==> src/core/serial_map.svh <==
// Register offsets, field positions, reset values and timing counts for the serial block.
// Assumes a byte-wide register port with a 3-bit address and one bus clock.
// Contract
// Break sets framing, full, break; clears data, ninth
// Idle character is all ones, no framing
// Idle length follows 8/9-bit width select
// Preamble idle precedes first data character; a character already buffered at enable goes out first, then the idle
// Clearing enable finishes current character, then idle
// Enable off-then-on queues one idle character
// Polarity flip inverts every transmitted bit
// Empty flag on buffer-to-shifter move; gated interrupt
// Done flag when all empty; gated interrupt
// Receiver takes 8 or 9 bit characters
// Ninth received bit stored with data
// 8-bit mode: ninth copies bit 7; reset-free
// Ninth transmit bit loaded with data; reset clears
// Overrun enable gates error interrupt
// Noise enable gates error interrupt
// Framing enable gates error interrupt
// Parity enable gates error interrupt
// Four gated errors form one error interrupt
// Flags held until software clears them
`ifndef SERIAL_MAP_SVH
`define SERIAL_MAP_SVH
// Register offsets
`define ADDR_CTRL_ONE 3'h0
`define ADDR_CTRL_TWO 3'h1
`define ADDR_CTRL_THREE 3'h2
`define ADDR_STAT_ONE 3'h3
`define ADDR_STAT_TWO 3'h4
`define ADDR_DATA 3'h5
`define ADDR_BAUD 3'h6
// Control one fields
`define C1_WIDTH9 4
`define C1_FLIP 5
`define C1_PAR_EN 1
`define C1_PAR_ODD 0
// Control two fields
`define C2_TXE_IE 7
`define C2_DONE_IE 6
`define C2_TX_ON 3
`define C2_RX_ON 2
`define C2_SEND_BRK 0
// Control three fields
`define C3_RX8 7
`define C3_TX8 6
`define C3_OR_IE 3
`define C3_NE_IE 2
`define C3_FE_IE 1
`define C3_PE_IE 0
// Status one fields
`define S1_TXE 7
`define S1_DONE 6
`define S1_FULL 5
`define S1_OR 3
`define S1_NE 2
`define S1_FE 1
`define S1_PE 0
// Status two fields
`define S2_BRK 1
`define S2_ACT 0
// Reset values
`define CTRL_RST 8'h00
`define BAUD_RST 8'h00
// Bus clock cycles per bit are (divisor + 1) times this
`define BIT_MULT 12'h010
`endif

==> src/core/serial_pkg.sv <==
// State types shared by the serial transmitter and receiver.
// Assumes the map header supplies all numbers.
package serial_pkg;
  typedef enum logic [0:0] {TX_IDLE = 1'b0, TX_SHIFT = 1'b1} tx_state_e;
  typedef enum logic [1:0] {
    RX_IDLE = 2'b00, RX_START = 2'b01, RX_DATA = 2'b10, RX_STOP = 2'b11
  } rx_state_e;
endpackage

==> src/core/serial_frame_ctrl.sv <==
// Asynchronous serial transmitter and receiver with register port.
// Assumes a single-cycle read/write strobe master on MCLK; RXD is asynchronous.
//
// Decided for this implementation: the plain strobed port and the placing of the registers.
`timescale 1ns/1ps
`include "serial_map.svh"
module serial_frame_ctrl import serial_pkg::*; (
  input wire logic MCLK, // Bus clock, 50 MHz
  input wire logic RSTN, // Asynchronous reset, active low
  input wire logic [2:0] ADDR, // Register index
  input wire logic [7:0] WDATA, // Write data
  input wire logic WR, // Write strobe
  input wire logic RD, // Read strobe
  output logic [7:0] RDATA, // Read data, cycle after RD
  input wire logic RXD, // Receive line
  output logic TXD, // Transmit line
  output logic TX_IRQ, // Transmitter interrupt request
  output logic ERR_IRQ // Receiver error interrupt request
);
  logic rst_meta_reg, rst_n; // Reset release synchroniser
  logic rxd_meta_reg, rxd_sync_reg; // Receive line synchroniser
  logic [7:0] ctrl_one_reg, ctrl_two_reg; // Control registers
  logic [3:0] err_ie_reg; // Error enables of control three
  logic tx8_reg; // Ninth transmit bit
  logic rx8_reg; // Ninth received bit, no reset
  logic [7:0] baud_reg; // Bit period divisor
  logic [7:0] tx_buf_reg; // Transmit data register
  logic [7:0] rx_data_reg; // Receive data register
  logic tx_empty_flag_reg, transmission_done_flag_reg; // Transmit flags
  logic rx_full_flag_reg, overrun_reg; // Receive flags
  logic noise_error_flag_reg, framing_error_flag_reg, parity_error_flag_reg;
  logic break_seen_flag_reg; // Break received
  logic tx_on_prev_reg; // Enable edge detector
  logic idle_pending_reg; // Queued idle character
  tx_state_e tx_state_reg; // Transmit sequencer
  logic [10:0] tx_shift_reg; // Outgoing frame, LSB first
  logic [3:0] tx_left_reg; // Bits still to send
  logic [11:0] tx_cnt_reg; // Cycle within bit
  logic [11:0] bit_cycles; // Clocks per bit
  logic width9, flip, par_en, par_odd, tx_on, rx_on, send_brk; // Control fields
  logic wr_data, rd_data; // Data register access
  logic tx_start, tx_load_data; // Shifter load events
  logic tx_bit_end; // Last cycle of a bit
  logic [3:0] frame_len; // Bits per frame
  logic [10:0] data_frame; // Framed data character
  logic tx_par; // Transmit parity
  logic done_set; // Transmitter fully drained
  logic rx_done, rx_ferr, rx_perr, rx_noise, rx_brk, rx_act; // Receiver results
  logic [8:0] rx_word; // Receiver character
  logic [7:0] s1_view, s2_view; // Status read views
  logic [7:0] rd_mux; // Read data source

  assign width9 = ctrl_one_reg[`C1_WIDTH9];
  assign flip = ctrl_one_reg[`C1_FLIP];
  assign par_en = ctrl_one_reg[`C1_PAR_EN];
  assign par_odd = ctrl_one_reg[`C1_PAR_ODD];
  assign tx_on = ctrl_two_reg[`C2_TX_ON];
  assign rx_on = ctrl_two_reg[`C2_RX_ON];
  assign send_brk = ctrl_two_reg[`C2_SEND_BRK];
  assign bit_cycles = ({4'h0, baud_reg} + 12'h001) * `BIT_MULT;
  assign wr_data = WR && (ADDR == `ADDR_DATA);
  assign rd_data = RD && (ADDR == `ADDR_DATA);

  // Reset is released through two flops so all flops leave reset together
  always_ff @(posedge MCLK or negedge RSTN) begin
    if (!RSTN) begin
      rst_meta_reg <= 1'b0;
      rst_n <= 1'b0;
    end else begin
      rst_meta_reg <= 1'b1;
      rst_n <= rst_meta_reg;
    end
  end

  // Receive line synchroniser; idles high
  always_ff @(posedge MCLK or negedge rst_n) begin
    if (!rst_n) begin
      rxd_meta_reg <= 1'b1;
      rxd_sync_reg <= 1'b1;
    end else begin
      rxd_meta_reg <= RXD;
      rxd_sync_reg <= rxd_meta_reg;
    end
  end

  // Software-written control
  always_ff @(posedge MCLK or negedge rst_n) begin
    if (!rst_n) begin
      ctrl_one_reg <= `CTRL_RST;
      ctrl_two_reg <= `CTRL_RST;
      err_ie_reg <= 4'h0;
      tx8_reg <= 1'b0;
      baud_reg <= `BAUD_RST;
      tx_buf_reg <= 8'h00;
    end else if (WR) begin
      unique case (ADDR)
        `ADDR_CTRL_ONE: ctrl_one_reg <= WDATA;
        `ADDR_CTRL_TWO: ctrl_two_reg <= WDATA;
        `ADDR_CTRL_THREE: begin
          tx8_reg <= WDATA[`C3_TX8];
          err_ie_reg <= WDATA[3:0];
        end
        `ADDR_BAUD: baud_reg <= WDATA;
        `ADDR_DATA: tx_buf_reg <= WDATA;
        default: ;
      endcase
    end
  end

  // Transmit framing: parity replaces the top data bit position
  always_comb begin
    tx_par = (width9 ? ^tx_buf_reg : ^tx_buf_reg[6:0]) ^ par_odd;
    frame_len = width9 ? 4'hB : 4'hA;
    if (width9) begin
      data_frame = {1'b1, (par_en ? tx_par : tx8_reg), tx_buf_reg, 1'b0};
    end else begin
      data_frame = {2'b11, (par_en ? tx_par : tx_buf_reg[7]), tx_buf_reg[6:0], 1'b0};
    end
  end

  // Nothing starts while the enable is low; a running frame is left alone
  assign tx_start = (tx_state_reg == TX_IDLE) && tx_on &&
                    (idle_pending_reg || send_brk || !tx_empty_flag_reg);
  assign tx_load_data = tx_start && !idle_pending_reg && !send_brk;
  assign tx_bit_end = (tx_cnt_reg == bit_cycles - 12'h001);
  assign done_set = (tx_state_reg == TX_IDLE) && tx_empty_flag_reg &&
                    !idle_pending_reg && !send_brk;

  // Enable edges queue an idle: the preamble, and re-enable mid-frame
  always_ff @(posedge MCLK or negedge rst_n) begin
    if (!rst_n) begin
      tx_on_prev_reg <= 1'b0;
      idle_pending_reg <= 1'b0;
    end else begin
      tx_on_prev_reg <= tx_on;
      if (tx_on && !tx_on_prev_reg) begin
        idle_pending_reg <= 1'b1;
      end else if (tx_start) begin
        idle_pending_reg <= 1'b0;
      end
    end
  end

  // Transmit shifter
  always_ff @(posedge MCLK or negedge rst_n) begin
    if (!rst_n) begin
      tx_state_reg <= TX_IDLE;
      tx_shift_reg <= 11'h7FF;
      tx_left_reg <= 4'h0;
      tx_cnt_reg <= 12'h000;
    end else begin
      unique case (tx_state_reg)
        TX_IDLE: begin
          tx_cnt_reg <= 12'h000;
          if (tx_start) begin
            tx_state_reg <= TX_SHIFT;
            tx_left_reg <= frame_len;
            if (idle_pending_reg) tx_shift_reg <= 11'h7FF;
            else if (send_brk) tx_shift_reg <= 11'h000;
            else tx_shift_reg <= data_frame;
          end
        end
        TX_SHIFT: begin
          tx_cnt_reg <= tx_bit_end ? 12'h000 : tx_cnt_reg + 12'h001;
          if (tx_bit_end) begin
            tx_shift_reg <= {1'b1, tx_shift_reg[10:1]};
            tx_left_reg <= tx_left_reg - 4'h1;
            if (tx_left_reg == 4'h1) tx_state_reg <= TX_IDLE;
          end
        end
      endcase
    end
  end

  // Line output; idle between frames is a one before inversion
  always_ff @(posedge MCLK or negedge rst_n) begin
    if (!rst_n) begin
      TXD <= 1'b1;
    end else begin
      TXD <= ((tx_state_reg == TX_SHIFT) ? tx_shift_reg[0] : 1'b1) ^ flip;
    end
  end

  // Transmit flags; empty set wins over a simultaneous data write, which wins over the done set
  always_ff @(posedge MCLK or negedge rst_n) begin
    if (!rst_n) begin
      tx_empty_flag_reg <= 1'b1;
      transmission_done_flag_reg <= 1'b1;
    end else begin
      if (tx_load_data) tx_empty_flag_reg <= 1'b1;
      else if (wr_data) tx_empty_flag_reg <= 1'b0;
      if (done_set && !wr_data) transmission_done_flag_reg <= 1'b1;
      else if (wr_data || tx_start) transmission_done_flag_reg <= 1'b0;
    end
  end

  serial_rx u_rx (
    .clk(MCLK),
    .rst_n(rst_n),
    .rxd(rxd_sync_reg),
    .enable(rx_on),
    .nine(width9),
    .par_en(par_en),
    .par_odd(par_odd),
    .bit_cycles(bit_cycles),
    .done(rx_done),
    .data(rx_word),
    .frame_err(rx_ferr),
    .par_err(rx_perr),
    .noise(rx_noise),
    .brk(rx_brk),
    .active(rx_act)
  );

  // Receive data; an unread character is kept and overrun flagged instead
  always_ff @(posedge MCLK or negedge rst_n) begin
    if (!rst_n) begin
      rx_data_reg <= 8'h00;
    end else if (rx_done && !rx_full_flag_reg) begin
      rx_data_reg <= rx_brk ? 8'h00 : rx_word[7:0];
    end
  end

  // Ninth received bit has no reset
  always_ff @(posedge MCLK) begin
    if (rx_done && !rx_full_flag_reg) begin
      if (rx_brk) rx8_reg <= 1'b0;
      else rx8_reg <= width9 ? rx_word[8] : rx_word[7];
    end
  end

  // Receive flags: hardware set wins; errors clear by writing ones
  always_ff @(posedge MCLK or negedge rst_n) begin
    if (!rst_n) begin
      rx_full_flag_reg <= 1'b0;
      overrun_reg <= 1'b0;
      noise_error_flag_reg <= 1'b0;
      framing_error_flag_reg <= 1'b0;
      parity_error_flag_reg <= 1'b0;
      break_seen_flag_reg <= 1'b0;
    end else begin
      if (rx_done) rx_full_flag_reg <= 1'b1;
      else if (rd_data) rx_full_flag_reg <= 1'b0;
      if (rx_done && rx_full_flag_reg) overrun_reg <= 1'b1;
      else if (WR && ADDR == `ADDR_STAT_ONE && WDATA[`S1_OR]) overrun_reg <= 1'b0;
      if (rx_done && rx_noise) noise_error_flag_reg <= 1'b1;
      else if (WR && ADDR == `ADDR_STAT_ONE && WDATA[`S1_NE]) noise_error_flag_reg <= 1'b0;
      if (rx_done && rx_ferr) framing_error_flag_reg <= 1'b1;
      else if (WR && ADDR == `ADDR_STAT_ONE && WDATA[`S1_FE]) framing_error_flag_reg <= 1'b0;
      if (rx_done && rx_perr) parity_error_flag_reg <= 1'b1;
      else if (WR && ADDR == `ADDR_STAT_ONE && WDATA[`S1_PE]) parity_error_flag_reg <= 1'b0;
      if (rx_done && rx_brk) break_seen_flag_reg <= 1'b1;
      else if (WR && ADDR == `ADDR_STAT_TWO && WDATA[`S2_BRK]) break_seen_flag_reg <= 1'b0;
    end
  end

  // Interrupt requests, registered so outputs come from flops
  always_ff @(posedge MCLK or negedge rst_n) begin
    if (!rst_n) begin
      TX_IRQ <= 1'b0;
      ERR_IRQ <= 1'b0;
    end else begin
      TX_IRQ <= (tx_empty_flag_reg && ctrl_two_reg[`C2_TXE_IE]) ||
                (transmission_done_flag_reg && ctrl_two_reg[`C2_DONE_IE]);
      ERR_IRQ <= (overrun_reg && err_ie_reg[`C3_OR_IE]) ||
                 (noise_error_flag_reg && err_ie_reg[`C3_NE_IE]) ||
                 (framing_error_flag_reg && err_ie_reg[`C3_FE_IE]) ||
                 (parity_error_flag_reg && err_ie_reg[`C3_PE_IE]);
    end
  end

  assign s1_view = {tx_empty_flag_reg, transmission_done_flag_reg, rx_full_flag_reg, 1'b0,
                    overrun_reg, noise_error_flag_reg, framing_error_flag_reg,
                    parity_error_flag_reg};
  assign s2_view = {6'h00, break_seen_flag_reg, rx_act};

  // Read decode; unmapped addresses read zero
  always_comb begin
    unique case (ADDR)
      `ADDR_CTRL_ONE: rd_mux = ctrl_one_reg;
      `ADDR_CTRL_TWO: rd_mux = ctrl_two_reg;
      `ADDR_CTRL_THREE: rd_mux = {rx8_reg, tx8_reg, 2'b00, err_ie_reg};
      `ADDR_STAT_ONE: rd_mux = s1_view;
      `ADDR_STAT_TWO: rd_mux = s2_view;
      `ADDR_DATA: rd_mux = rx_data_reg;
      `ADDR_BAUD: rd_mux = baud_reg;
      default: rd_mux = 8'h00;
    endcase
  end

  // Read data stands only in the cycle after the strobe
  always_ff @(posedge MCLK or negedge rst_n) begin
    if (!rst_n) RDATA <= 8'h00;
    else RDATA <= RD ? rd_mux : 8'h00;
  end

  // Break frame loads zero data and sets the break flag
  property p_brk;
    @(posedge MCLK) disable iff (!rst_n)
    (rx_done && rx_brk && !rx_full_flag_reg) |=> (rx_data_reg == 8'h00) && !rx8_reg &&
      break_seen_flag_reg && framing_error_flag_reg && rx_full_flag_reg;
  endproperty
  a_brk: assert property (p_brk)
    else $error("break did not update receive state");

  // Idle line is one when not inverted
  property p_idle_line;
    @(posedge MCLK) disable iff (!rst_n)
    (tx_state_reg == TX_IDLE && !flip) |=> TXD;
  endproperty
  a_idle_line: assert property (p_idle_line)
    else $error("idle line not high");

  // Frame length follows width select
  property p_len;
    @(posedge MCLK) disable iff (!rst_n)
    tx_start |=> (tx_left_reg == (width9 ? 4'hB : 4'hA));
  endproperty
  a_len: assert property (p_len)
    else $error("frame length wrong");

  // Enabling queues an idle on the next cycle
  property p_preamble;
    @(posedge MCLK) disable iff (!rst_n)
    (tx_on && !tx_on_prev_reg) |=> idle_pending_reg;
  endproperty
  a_preamble: assert property (p_preamble)
    else $error("no idle queued on enable");

  // With enable low the shifter never starts
  property p_stop;
    @(posedge MCLK) disable iff (!rst_n)
    (tx_state_reg == TX_IDLE && !tx_on) |=> (tx_state_reg == TX_IDLE);
  endproperty
  a_stop: assert property (p_stop)
    else $error("transmit started while disabled");

  // Inversion applies to the line in every shift cycle
  property p_flip;
    @(posedge MCLK) disable iff (!rst_n)
    (tx_state_reg == TX_SHIFT && $stable(flip)) |=>
      (TXD == ($past(tx_shift_reg[0]) ^ $past(flip)));
  endproperty
  a_flip: assert property (p_flip)
    else $error("line polarity wrong");

  // Data load sets the empty flag and request follows
  property p_txe;
    @(posedge MCLK) disable iff (!rst_n)
    (tx_load_data && ctrl_two_reg[`C2_TXE_IE] && $stable(ctrl_two_reg)) |=> ##1 TX_IRQ;
  endproperty
  a_txe: assert property (p_txe)
    else $error("empty interrupt missing");

  // Done flag only while drained
  property p_done;
    @(posedge MCLK) disable iff (!rst_n)
    $rose(transmission_done_flag_reg) |-> tx_state_reg == TX_IDLE && tx_empty_flag_reg;
  endproperty
  a_done: assert property (p_done)
    else $error("done flag set while busy");

  // Error request follows the enabled framing flag
  property p_err;
    @(posedge MCLK) disable iff (!rst_n)
    (framing_error_flag_reg && err_ie_reg[`C3_FE_IE]) |=> ERR_IRQ;
  endproperty
  a_err: assert property (p_err)
    else $error("error interrupt missing");

  // Overrun flag persists without a clearing write
  property p_hold;
    @(posedge MCLK) disable iff (!rst_n)
    (overrun_reg && !WR) |=> overrun_reg;
  endproperty
  a_hold: assert property (p_hold)
    else $error("overrun flag dropped");
endmodule

==> src/core/serial_rx.sv <==
// Serial receiver: start detect, three-sample vote, 8 or 9 bit frames.
// Assumes rxd is already synchronised to clk and bit_cycles is at least 16.
`timescale 1ns/1ps
`include "serial_map.svh"
module serial_rx import serial_pkg::*; (
  input wire logic clk, // Bus clock
  input wire logic rst_n, // Synchronised reset, active low
  input wire logic rxd, // Synchronised line level
  input wire logic enable, // Receiver on
  input wire logic nine, // 9-bit characters
  input wire logic par_en, // Parity check on
  input wire logic par_odd, // Odd parity
  input wire logic [11:0] bit_cycles, // Clocks per bit
  output logic done, // One-cycle pulse at stop bit
  output logic [8:0] data, // Received character
  output logic frame_err, // Stop bit was low
  output logic par_err, // Parity mismatch
  output logic noise, // Votes disagreed
  output logic brk, // All-zero frame
  output logic active // Reception in progress
);
  rx_state_e state_reg; // Receive sequencer
  logic [11:0] cnt_reg; // Cycle within bit
  logic [3:0] bitn_reg; // Data bits taken
  logic [8:0] shift_reg; // Incoming bits, LSB first
  logic s0_reg, s1_reg; // Early votes
  logic bit_reg; // Voted bit value
  logic noise_reg; // Noise seen in frame
  logic [11:0] half; // Mid-bit point
  logic vote; // Majority of three
  logic bit_end; // Last cycle of a bit
  logic [3:0] nbits; // Data bits per frame
  logic par_calc; // Xor of received bits

  assign half = {1'b0, bit_cycles[11:1]};
  assign vote = (s0_reg & s1_reg) | (s0_reg & rxd) | (s1_reg & rxd);
  assign bit_end = (cnt_reg == bit_cycles - 12'h001);
  assign nbits = nine ? 4'h9 : 4'h8;
  assign par_calc = nine ? ^shift_reg : ^shift_reg[8:1];
  assign active = (state_reg != RX_IDLE);

  // Sampling around the bit centre; three votes reject single glitches
  always_ff @(posedge clk or negedge rst_n) begin
    if (!rst_n) begin
      s0_reg <= 1'b0;
      s1_reg <= 1'b0;
      bit_reg <= 1'b1;
    end else begin
      if (cnt_reg == half - 12'h001) s0_reg <= rxd;
      if (cnt_reg == half) s1_reg <= rxd;
      if (cnt_reg == half + 12'h001) bit_reg <= vote;
    end
  end

  // Frame sequencer
  always_ff @(posedge clk or negedge rst_n) begin
    if (!rst_n) begin
      state_reg <= RX_IDLE;
      cnt_reg <= 12'h000;
      bitn_reg <= 4'h0;
      shift_reg <= 9'h000;
      noise_reg <= 1'b0;
      done <= 1'b0;
      data <= 9'h000;
      frame_err <= 1'b0;
      par_err <= 1'b0;
      noise <= 1'b0;
      brk <= 1'b0;
    end else begin
      done <= 1'b0;
      cnt_reg <= (state_reg == RX_IDLE || bit_end) ? 12'h000 : cnt_reg + 12'h001;
      // Disagreeing votes mark the whole frame noisy
      if (state_reg != RX_IDLE && cnt_reg == half + 12'h001 &&
          !(s0_reg == s1_reg && s1_reg == rxd)) begin
        noise_reg <= 1'b1;
      end
      unique case (state_reg)
        RX_IDLE: begin
          noise_reg <= 1'b0;
          bitn_reg <= 4'h0;
          if (enable && !rxd) state_reg <= RX_START;
        end
        RX_START: begin
          // A start bit that votes high was a glitch
          if (bit_end) state_reg <= bit_reg ? RX_IDLE : RX_DATA;
        end
        RX_DATA: begin
          if (bit_end) begin
            shift_reg <= {bit_reg, shift_reg[8:1]};
            bitn_reg <= bitn_reg + 4'h1;
            if (bitn_reg == nbits - 4'h1) state_reg <= RX_STOP;
          end
        end
        RX_STOP: begin
          if (bit_end) begin
            state_reg <= RX_IDLE;
            done <= 1'b1;
            data <= nine ? shift_reg : {1'b0, shift_reg[8:1]};
            frame_err <= !bit_reg;
            par_err <= par_en && (par_calc != par_odd);
            noise <= noise_reg;
            brk <= !bit_reg && ((nine ? shift_reg : {1'b0, shift_reg[8:1]}) == 9'h000);
          end
        end
      endcase
    end
  end
endmodule

==> config.mk <==
export PLATFORM = sky130hd
export DESIGN_NAME = serial_frame_ctrl
export DESIGN_NICKNAME = d
export VERILOG_FILES = /design/src/core/serial_pkg.sv /design/src/core/serial_frame_ctrl.sv /design/src/core/serial_rx.sv
export VERILOG_INCLUDE_DIRS = /design/src /design/src/core
export SDC_FILE = /design/constraint.sdc
export NUM_CORES = 1
export LEC_CHECK = 0
export BUFFER_PORTS_ARGS = -buffer_cell sky130_fd_sc_hd__buf_2
export CAP_MARGIN = 20
export CORE_MARGIN = 1.5
export CORE_UTILIZATION = 63
export CTS_CLUSTER_SIZE = 24
export DETAILED_ROUTE_END_ITERATION = 10
export PLACE_DENSITY_LB_ADDON = 0.12
export SKIP_LAST_GASP = 1
export SYNTH_ARGS = -nofsm -noshare
export SYNTH_HDL_FRONTEND = slang
export SYNTH_SLANG_ARGS = --single-unit
==> constraint.sdc <==
create_clock -name MCLK -period 5.45 [get_ports MCLK]
set_clock_uncertainty 0.2 [all_clocks]
set_input_delay 1.3625 -clock MCLK [delete_from_list [all_inputs] [get_ports MCLK]]
set_output_delay 1.3625 -clock MCLK [all_outputs]
set_load 0.1 [all_outputs]
==> metrics.yaml, run 1 <==
status: "finished clean"
multiInputGateArea_um2: 3990
highest_layer: "met4"
max_stage_delay_ns: 0.70
gp_congestion: 0.900
die_height_um: 115
tightest_slew_ns: 1.16
endpoint_kind: "flop"
seq_area_um2: 3630
drt_iter0_drc: 416
tns_ns: 0
drt-total-wl_um: 16500
fmax_mhz: 234
synth_nets: 750
ios: 27
hold_violations: 0
synth_commonest_cells: "126 x dfrtp_1, 71 x nor2_1, 51 x mux2_2, 51 x nand2_1, 41 x xnor2_1"
ir_drop_uv: 229
cts_tree: "built"
drt_first_pass_iters: 5
worst-path-buf-inv: 0
routed-wl-met3_um: 694
worstPathArrival_ns: 4.37
worst-path-max-fanout: 18
stdcell_area_um2: 8640
grt_start_max_net_pins: 93
report.final.slew_viol_count: 0
core_um2: 12100
cts_setup_buffers: 0
syn_inst: 724
rows: 40
synthArstFlopShare_pct: 99.3
htreeDepth: 4
power_density_nw_per_um2: 404
p_seq_share_pct: 43.4
critical_path_class: "flop to flop"
cts_resized: 0
stdcell_count: 916
synth_area_um2: 7840
yosysWarnings: 0
synth-seq-area-share_pct: 46.3
hp-class: "flop to asynchronous set/reset pin"
internal-power_mw: 2.38
path_cells: "ha_1, nand2_1, or3_1, and2_1, xnor3_1, nor4b_4, nand4_4, mux2_1"
drcViolationCount: 0
rsz0062_at_grt: "no"
die_w_um: 115
cellLeakagePower_nw: 3.83
grt_pass1_vias: 5430
antenna_found_initial: 0
grt_pass1_wl_um: 27600
synth.most_common_cell: "dfrtp_1"
root_buffer: "clkbuf_16"
dp.cells: 883
crit_slowest_cell: "dfrtp_1"
p_clk_share_pct: 32.3
diodes: 0
cts.clk_slew.worst_paths_ns: 0.06
viasPerCell: 6.00
hold_buffers: 0
wl_met1_um: 7490
drv_cap: 0
ant_nets: 0
cts_buffers: 17
max_slew_margin_pct: 21.8
power_frac_comb_pct: 24.3
final_layout_size_suffix_gt1_share_pct: 20.7
start_kind: "flop"
synth.area.top_cells: "dfrtp_1 40%, mux2_2 7.3%, dfstp_2 5.7%"
dp_hpwl_um: 11600
dr_wl_met2_um: 8090
synth_cell_types: 75
synth_largest_area_cell: "dfrtp_1"
clock-sinks: 144
die_area_um2: 13100
initial_core_util_pct: 65.0
area_growth_pct: 10.1
placed_area_um2: 8030
ctsLongestPathBuffers: 2
nets: 761
gr-total-overflow: 0
finalCritPeriodShare_pct: 78.3
cpLargestDelayFamily: "simple AND/OR/NAND/NOR gates"
worstSkewPairLatency_ns: 0.42
synth_seq_cells: 144
synth_edf_count: 1
p_switching_mw: 1.11
track_usage_pct: 27.3
vias: 5500
wl_per_cell_um: 18.0
synth_flop_cell: "dfrtp_1"
port_buffers: 26
fill_cells: 875
cp_data_required_time_ns: 5.55
period_minus_slack_ns: 4.27
syn_area_per_cell_um2: 10.8
setup_viol: 0
switching_share_pct: 31.8
synth.top_cell.area_share_pct: 40.2
[placed cells by master (no fill, tap or decap), drive strengths merged, types with 17 or more instances in the layout]
cell type  instances
dfstp             17
nand2             51
clkbuf            21
xnor2             41
dfrtp            126
xor2              27
nor2              71
nand3             34
a21oi             26
nand2b            18
buf               28
mux2              69
o21ai             24
[logic make-up after synthesis]
family,share of synthesized area (%)
other cells,0.0478
xor+xnor,9.89
flops,46.3
compound gates,11.0
mux,12.5
simple gates,15.9
buf+inv,2.79
fa+ha+maj,1.60
[layout make-up]
| cell class | count | share of cell area, % |
|---|---|---|
| clock inverters | 11 | 1.33 |
| flip-flops and latches | 144 | 42.1 |
| repair buffers | 28 | 1.91 |
| multi-input cells | 528 | 46.2 |
| inverters | 16 | 0.695 |
| clock buffers | 21 | 5.33 |
| well taps | 168 | 2.43 |
[worst reg2reg max path: stages, from the launching register on]
cell and delay, ns:
dfrtp_1 0.70, ha_1 0.43, nand2_1 0.27, or3_1 0.43
and2_1 0.26, xnor3_1 0.45, nor4b_4 0.62, nand4_4 0.37
mux2_1 0.43
[through the flow]
step	worst slack (ns)	utilization (%)	total power [mW]	hold slack, ns
global route	0.985	71.6	3.67	0.0381
detailed placement	1.20	66.6	2.37	0.139
finish	1.18	71.6	3.49	0.0147
floorplan	1.00	-	2.19	0.131
global placement	1.37	66.6	2.32	0.143
CTS	1.19	71.4	3.50	0.158
[metal layers]
| layer | up-vias | global-route usage, % |
|---|---|---|
| met1 | 2741 | 37.4 |
| met4 | 0 | 8.83 |
| li1 | 2595 | - |
| met5 | - | 0 |
| met3 | 19 | 5.13 |
| met2 | 145 | 44.2 |
[worst paths after layout]
kind                       cells past startpoint             to         start  slack, ns
max                                            8   u_rx.data[0]   baud_reg[0]       1.18
min                                            0  err_ie_reg[0]         rst_n       0.01
min reg2reg                                    0  err_ie_reg[0]         rst_n       0.01
max in group asynchronous                      1  tx_cnt_reg[3]         rst_n       4.12
min in group MCLK                              0          rst_n  rst_meta_reg       0.15
max reg2reg                                    8   u_rx.data[0]   baud_reg[0]       1.18
[power by group through the flow]
stage	clock network [mW]	logic, mW	registers, mW
CTS	1.14	0.840	1.52
global route	1.19	0.945	1.54
finish	1.13	0.848	1.51
detailed placement	0	0.834	1.54
global placement	0	0.799	1.53
floorplan	0	0.699	1.49
(Power assumes the default switching activity.)
==> run 2, diff against run 1 <==
--- a/config.mk
+++ b/config.mk
@@ -6,10 +6,11 @@
 export SDC_FILE = /design/constraint.sdc
 export NUM_CORES = 1
 export LEC_CHECK = 0
+export ABC_AREA = 1
 export BUFFER_PORTS_ARGS = -buffer_cell sky130_fd_sc_hd__buf_2
 export CAP_MARGIN = 20
 export CORE_MARGIN = 1.5
-export CORE_UTILIZATION = 63
+export CORE_UTILIZATION = 62
 export CTS_CLUSTER_SIZE = 24
 export DETAILED_ROUTE_END_ITERATION = 10
 export PLACE_DENSITY_LB_ADDON = 0.12
==> constraint.sdc (replaced) <==
create_clock -name MCLK -period 4.17 [get_ports MCLK]
set_clock_uncertainty 0.2 [all_clocks]
set_input_delay 1.0425 -clock MCLK [delete_from_list [all_inputs] [get_ports MCLK]]
set_output_delay 1.0425 -clock MCLK [all_outputs]
set_load 0.1 [all_outputs]
==> metrics.yaml, run 2 <==
drt-total-wl_um: 17900
rows: 40
yosysWarnings: 0
drt_first_pass_iters: 6
cts_resized: 0
switching_share_pct: 33.5
gp_congestion: 0.987
status: "finished clean"
synth_area_um2: 7640
critical_path_class: "flop to flop"
synth_nets: 998
dp_hpwl_um: 12600
grt_pass1_vias: 6262
synthArstFlopShare_pct: 99.3
nets: 1026
synth_edf_count: 1
hp-class: "flop to flop"
internal-power_mw: 2.75
max_slew_margin_pct: 42.8
synth_flop_cell: "dfrtp_1"
port_buffers: 26
setup_slack_ns: 0.826
synth_largest_area_cell: "dfrtp_1"
rsz0062_at_grt: "no"
synth-seq-area-share_pct: 47.5
ir_drop_uv: 683
cts_buffers: 17
viasPerCell: 5.63
clock-sinks: 144
report.final.slew_viol_count: 0
setup_viol: 0
cts_setup_buffers: 0
die_area_um2: 13000
start_kind: "flop"
cts.clk_slew.worst_paths_ns: 0.06
cts_tree: "built"
hold_buffers: 0
cp_data_required_time_ns: 4.28
synth.most_common_cell: "nand2_1"
drt_iter0_drc: 583
finalCritPeriodShare_pct: 80.2
mostFrequentLayoutCell: "nand2_1"
synth.area.top_cells: "dfrtp_1 41%, nand2_1 12%, inv_1 6.3%"
die_height_um: 114
root_buffer: "clkbuf_16"
drcViolationCount: 0
endpoint_kind: "flop"
synth_cell_types: 45
ios: 27
syn_inst: 972
p_switching_mw: 1.39
final_cell_mix: "253 x nand2_1, 128 x inv_1, 125 x dfrtp_1"
ant_nets: 0
diodes: 0
initial_core_util_pct: 63.6
dp.cells: 1128
final_layout_size_suffix_gt1_share_pct: 11.3
power_frac_comb_pct: 21.2
worst-path-max-fanout: 20
drv_cap: 0
core_um2: 12000
synth.top_cell.area_share_pct: 41.3
period_minus_slack_ns: 3.34
area_growth_pct: 11.0
cellLeakagePower_nw: 4.13
p_clk_share_pct: 37.0
p_seq_share_pct: 41.8
htreeDepth: 4
fill_cells: 962
die_w_um: 114
antenna_found_initial: 0
dp_slack_ns: 0.862
stdcell_count: 1160
gr-total-overflow: 0
ctsLongestPathBuffers: 2
tightest_slew_ns: 0.858
worstPathArrival_ns: 3.45
vias: 6528
fmax_mhz: 299
syn_area_per_cell_um2: 7.86
worstSkewPairLatency_ns: 0.43
tns_ns: 0
grt_pass1_wl_um: 30000
wl_per_cell_um: 15.4
synth_seq_cells: 144
track_usage_pct: 29.8
hold_violations: 0
synth_commonest_cells: "253 x nand2_1, 128 x inv_1, 126 x dfrtp_1"
grt_start_max_net_pins: 68
power_density_nw_per_um2: 488
==> run 2: final cells by class <==
cell class / instances / area, µm² / share of cell area (%)
Clock buffer: 19 / 443 / 5.22
Timing Repair Buffer: 31 / 180 / 2.12
Sequential cell: 144 / 3630 / 42.9
Tap cell: 147 / 184 / 2.17
Multi-Input combinational cell: 667 / 3370 / 39.7
Clock inverter: 13 / 151 / 1.79
Inverter: 139 / 522 / 6.15
==> run 2: power groups by stage <==
stage	logic, mW	clock network, mW	registers, mW
2_1_floorplan	0.602	0	1.81
3_3_place_gp	0.851	0	1.75
3_5_place_dp	0.865	0	1.75
4_1_cts	0.879	1.54	1.73
5_1_grt	1.00	1.60	1.75
6_report	0.879	1.53	1.73
==> run 2: metrics by stage <==
step                instance area [µm²]  hold WS, ns  utilization [%]  power (mW)
floorplan                          7640        0.131                -        2.41
global placement                   7890        0.147             65.6        2.60
detailed placement                 7890        0.136             65.6        2.62
CTS                                8480        0.156             70.6        4.15
global route                       8480        0.163             70.6        4.36
finish                             8480        0.155             70.6        4.14
==> run 2: final timing paths <==
path,endpoint,cells past startpoint,slack [ns],startpoint
min,rxd_sync_reg,0,0.15,rxd_meta_reg
max reg2reg,u_rx.bitn_reg[1],15,0.83,baud_reg[0]
min reg2reg,rxd_sync_reg,0,0.15,rxd_meta_reg
min in group asynchronous,rst_n,1,0.19,RSTN
max,u_rx.bitn_reg[1],15,0.83,baud_reg[0]
max in group asynchronous,rxd_meta_reg,1,2.57,rst_n
==> run 2: worst max-delay path, stage by stage (launching register included) <==
cell and delay [ns]:
dfrtp_1 0.52, ha_1 0.41, nor2_1 0.15, nand3_2 0.13, nor2_4 0.16, nand2_2 0.11, nor2_4 0.12, nand2_2 0.07
nand2_1 0.09, nand3_1 0.09, nand2_2 0.13, nand3_1 0.58, nand2_2 0.29, inv_2 0.06, nand2_1 0.06, nand2_1 0.06
==> run 2: per-layer routing <==
| metal | vias to the layer above | track usage [%] | part of all wire, % |
|---|---|---|---|
| li1 | 3210 | - | - |
| met1 | 3072 | 40.0 | 45 |
| met2 | 206 | 48.0 | 47 |
| met3 | 40 | 6.32 | 5.1 |
| met4 | 0 | 11.5 | 2.6 |
| met5 | - | 0 | 0 |
==> run 2: logic make-up after synthesis <==
kind of cell               Yosys count  share of synthesized area [%]
DFF                                144                           47.5
AOI/OAI and AO/OA                  162                           11.9
other                                1                         0.0491
adders and majority gates           10                           1.64
buffers and inverters              161                           8.40
and+or+nand+nor                    457                           26.2
xor gates and xnor gates            37                           4.24
==> run 3, diff against run 2 <==
==> constraint.sdc (replaced) <==
create_clock -name MCLK -period 3.27 [get_ports MCLK]
set_clock_uncertainty 0.2 [all_clocks]
set_input_delay 0.8175 -clock MCLK [delete_from_list [all_inputs] [get_ports MCLK]]
set_output_delay 0.8175 -clock MCLK [all_outputs]
set_load 0.1 [all_outputs]
==> metrics.yaml, run 3 (same netlist as run 2, synthesis figures left out) <==
final_layout_size_suffix_gt1_share_pct: 11.6
rsz0062_at_grt: "no"
dp.cells: 1131
worst-path-buf-inv: 1
cts_buffers: 17
cts_setup_buffers: 0
stdcell_count: 1164
drv_cap: 0
cpLargestDelayFamily: "simple AND/OR/NAND/NOR gates"
ctsLongestPathBuffers: 2
antenna_found_initial: 0
cp_common_cell: "nand2_1"
ios: 27
clock-sinks: 144
tns_ns: 0
area_growth_pct: 11.7
gp_congestion: 0.930
ir_drop_uv: 459
diodes: 0
worst-path-max-fanout: 7
max_stage_delay_ns: 0.67
path_cells: "ha_1, nand2_1, inv_2, nand3_1, nand2_1, nand2_1, nand2_1, nand2_1, nor4_1, nand3_1, nand2_1, o21ai_1"
port_buffers: 26
track_usage_pct: 29.7
setup_slack_ns: 0.471
start_kind: "flop"
hold_violations: 0
root_buffer: "clkbuf_16"
cp_data_required_time_ns: 3.38
cts_tree: "built"
crit_slowest_cell: "nor4_1"
finalCritPeriodShare_pct: 85.6
dp_hpwl_um: 12700
gr-total-overflow: 0
grt_pass1_wl_um: 29900
status: "finished clean"
fmax_mhz: 357
worstSkewPairLatency_ns: 0.43
hp-class: "flop to flop"
grt_start_max_net_pins: 55
drt_first_pass_iters: 8
die_area_um2: 13000
setup_viol: 0
drt_iter0_drc: 633
viasPerCell: 5.63
period_minus_slack_ns: 2.80
nets: 1030
worstPathArrival_ns: 2.91
drt-total-wl_um: 17600
hold_ws_ns: 0.156
die_height_um: 114
tightest_slew_ns: 0.874
die_w_um: 114
cts.clk_slew.worst_paths_ns: 0.06
dp_slack_ns: 0.398
placed_area_um2: 7910
htreeDepth: 4
endpoint_kind: "flop"
final_cell_mix: "253 x nand2_1, 128 x inv_1, 125 x dfrtp_1"
cellLeakagePower_nw: 4.16
stdcell_area_um2: 8530
drcViolationCount: 0
report.final.slew_viol_count: 0
grt_pass1_vias: 6247
critical_path_class: "flop to flop"
core_um2: 12000
power_mw: 5.30
fin_util_pct: 71.0
mostFrequentLayoutCell: "nand2_1"
ant_nets: 0
wl_per_cell_um: 15.2
rows: 40
max_slew_margin_pct: 41.5
initial_core_util_pct: 63.6
power_density_nw_per_um2: 622
vias: 6559
-- run 3: cell types whose count changed in the layout (fill, tap and decap cells not counted) --
cell / delta
buf_4: +3
clkbuf_1: -1
clkbuf_8: +1
clkinv_2: +1
clkinvlp_4: -1
dlygate4sd3_1: +1
inv_6: -1
inv_8: +1
nand3_2: -1
nand3_4: +1
-- run 3: cell type report --
class | count | area [µm²]
clock buffers | 19 | 453
fillers | 948 | 3480
inverters | 139 | 522
flip-flops and latches | 144 | 3630
multi-input cells | 667 | 3370
well taps | 147 | 184
repair buffers | 35 | 213
clock inverters | 13 | 151
-- run 3: worst paths after layout --
check                             startpoint          endpoint  slack, ns  cells past startpoint
worst max-delay path             baud_reg[1]       u_rx.s1_reg       0.47                     12
worst min-delay path            rxd_meta_reg      rxd_sync_reg       0.16                      0
worst max register to register   baud_reg[1]       u_rx.s1_reg       0.47                     12
worst min register to register  rxd_meta_reg      rxd_sync_reg       0.16                      0
max in group asynchronous              rst_n  u_rx.bitn_reg[3]       1.79                      1
min in group asynchronous              rst_n     tx_buf_reg[1]       0.19                      0
-- run 3: power by group --
part           internal (mW)  total, mW  switching [mW]
registers               2.01       2.20           0.188
clock network           1.18       1.97           0.788
logic                  0.353       1.14           0.787
total                   3.54       5.30            1.76
-- run 3: timing repair --
| item | in CTS | in global routing |
|---|---|---|
| endpoints found under the hold margin | 2 | 0 |
| endpoints found under the setup margin | 0 | 1 |
| hold buffers | 1 | 0 |
| gates resized for setup | 0 | 1 |
-- run 3: layer usage --
metal	vias up	global-route usage (%)	part of all wire [%]
li1	3207	-	-
met2	209	46.6	47
met3	50	6.64	5.6
met4	0	14.3	3.7
met1	3093	39.3	44
met5	-	0	0
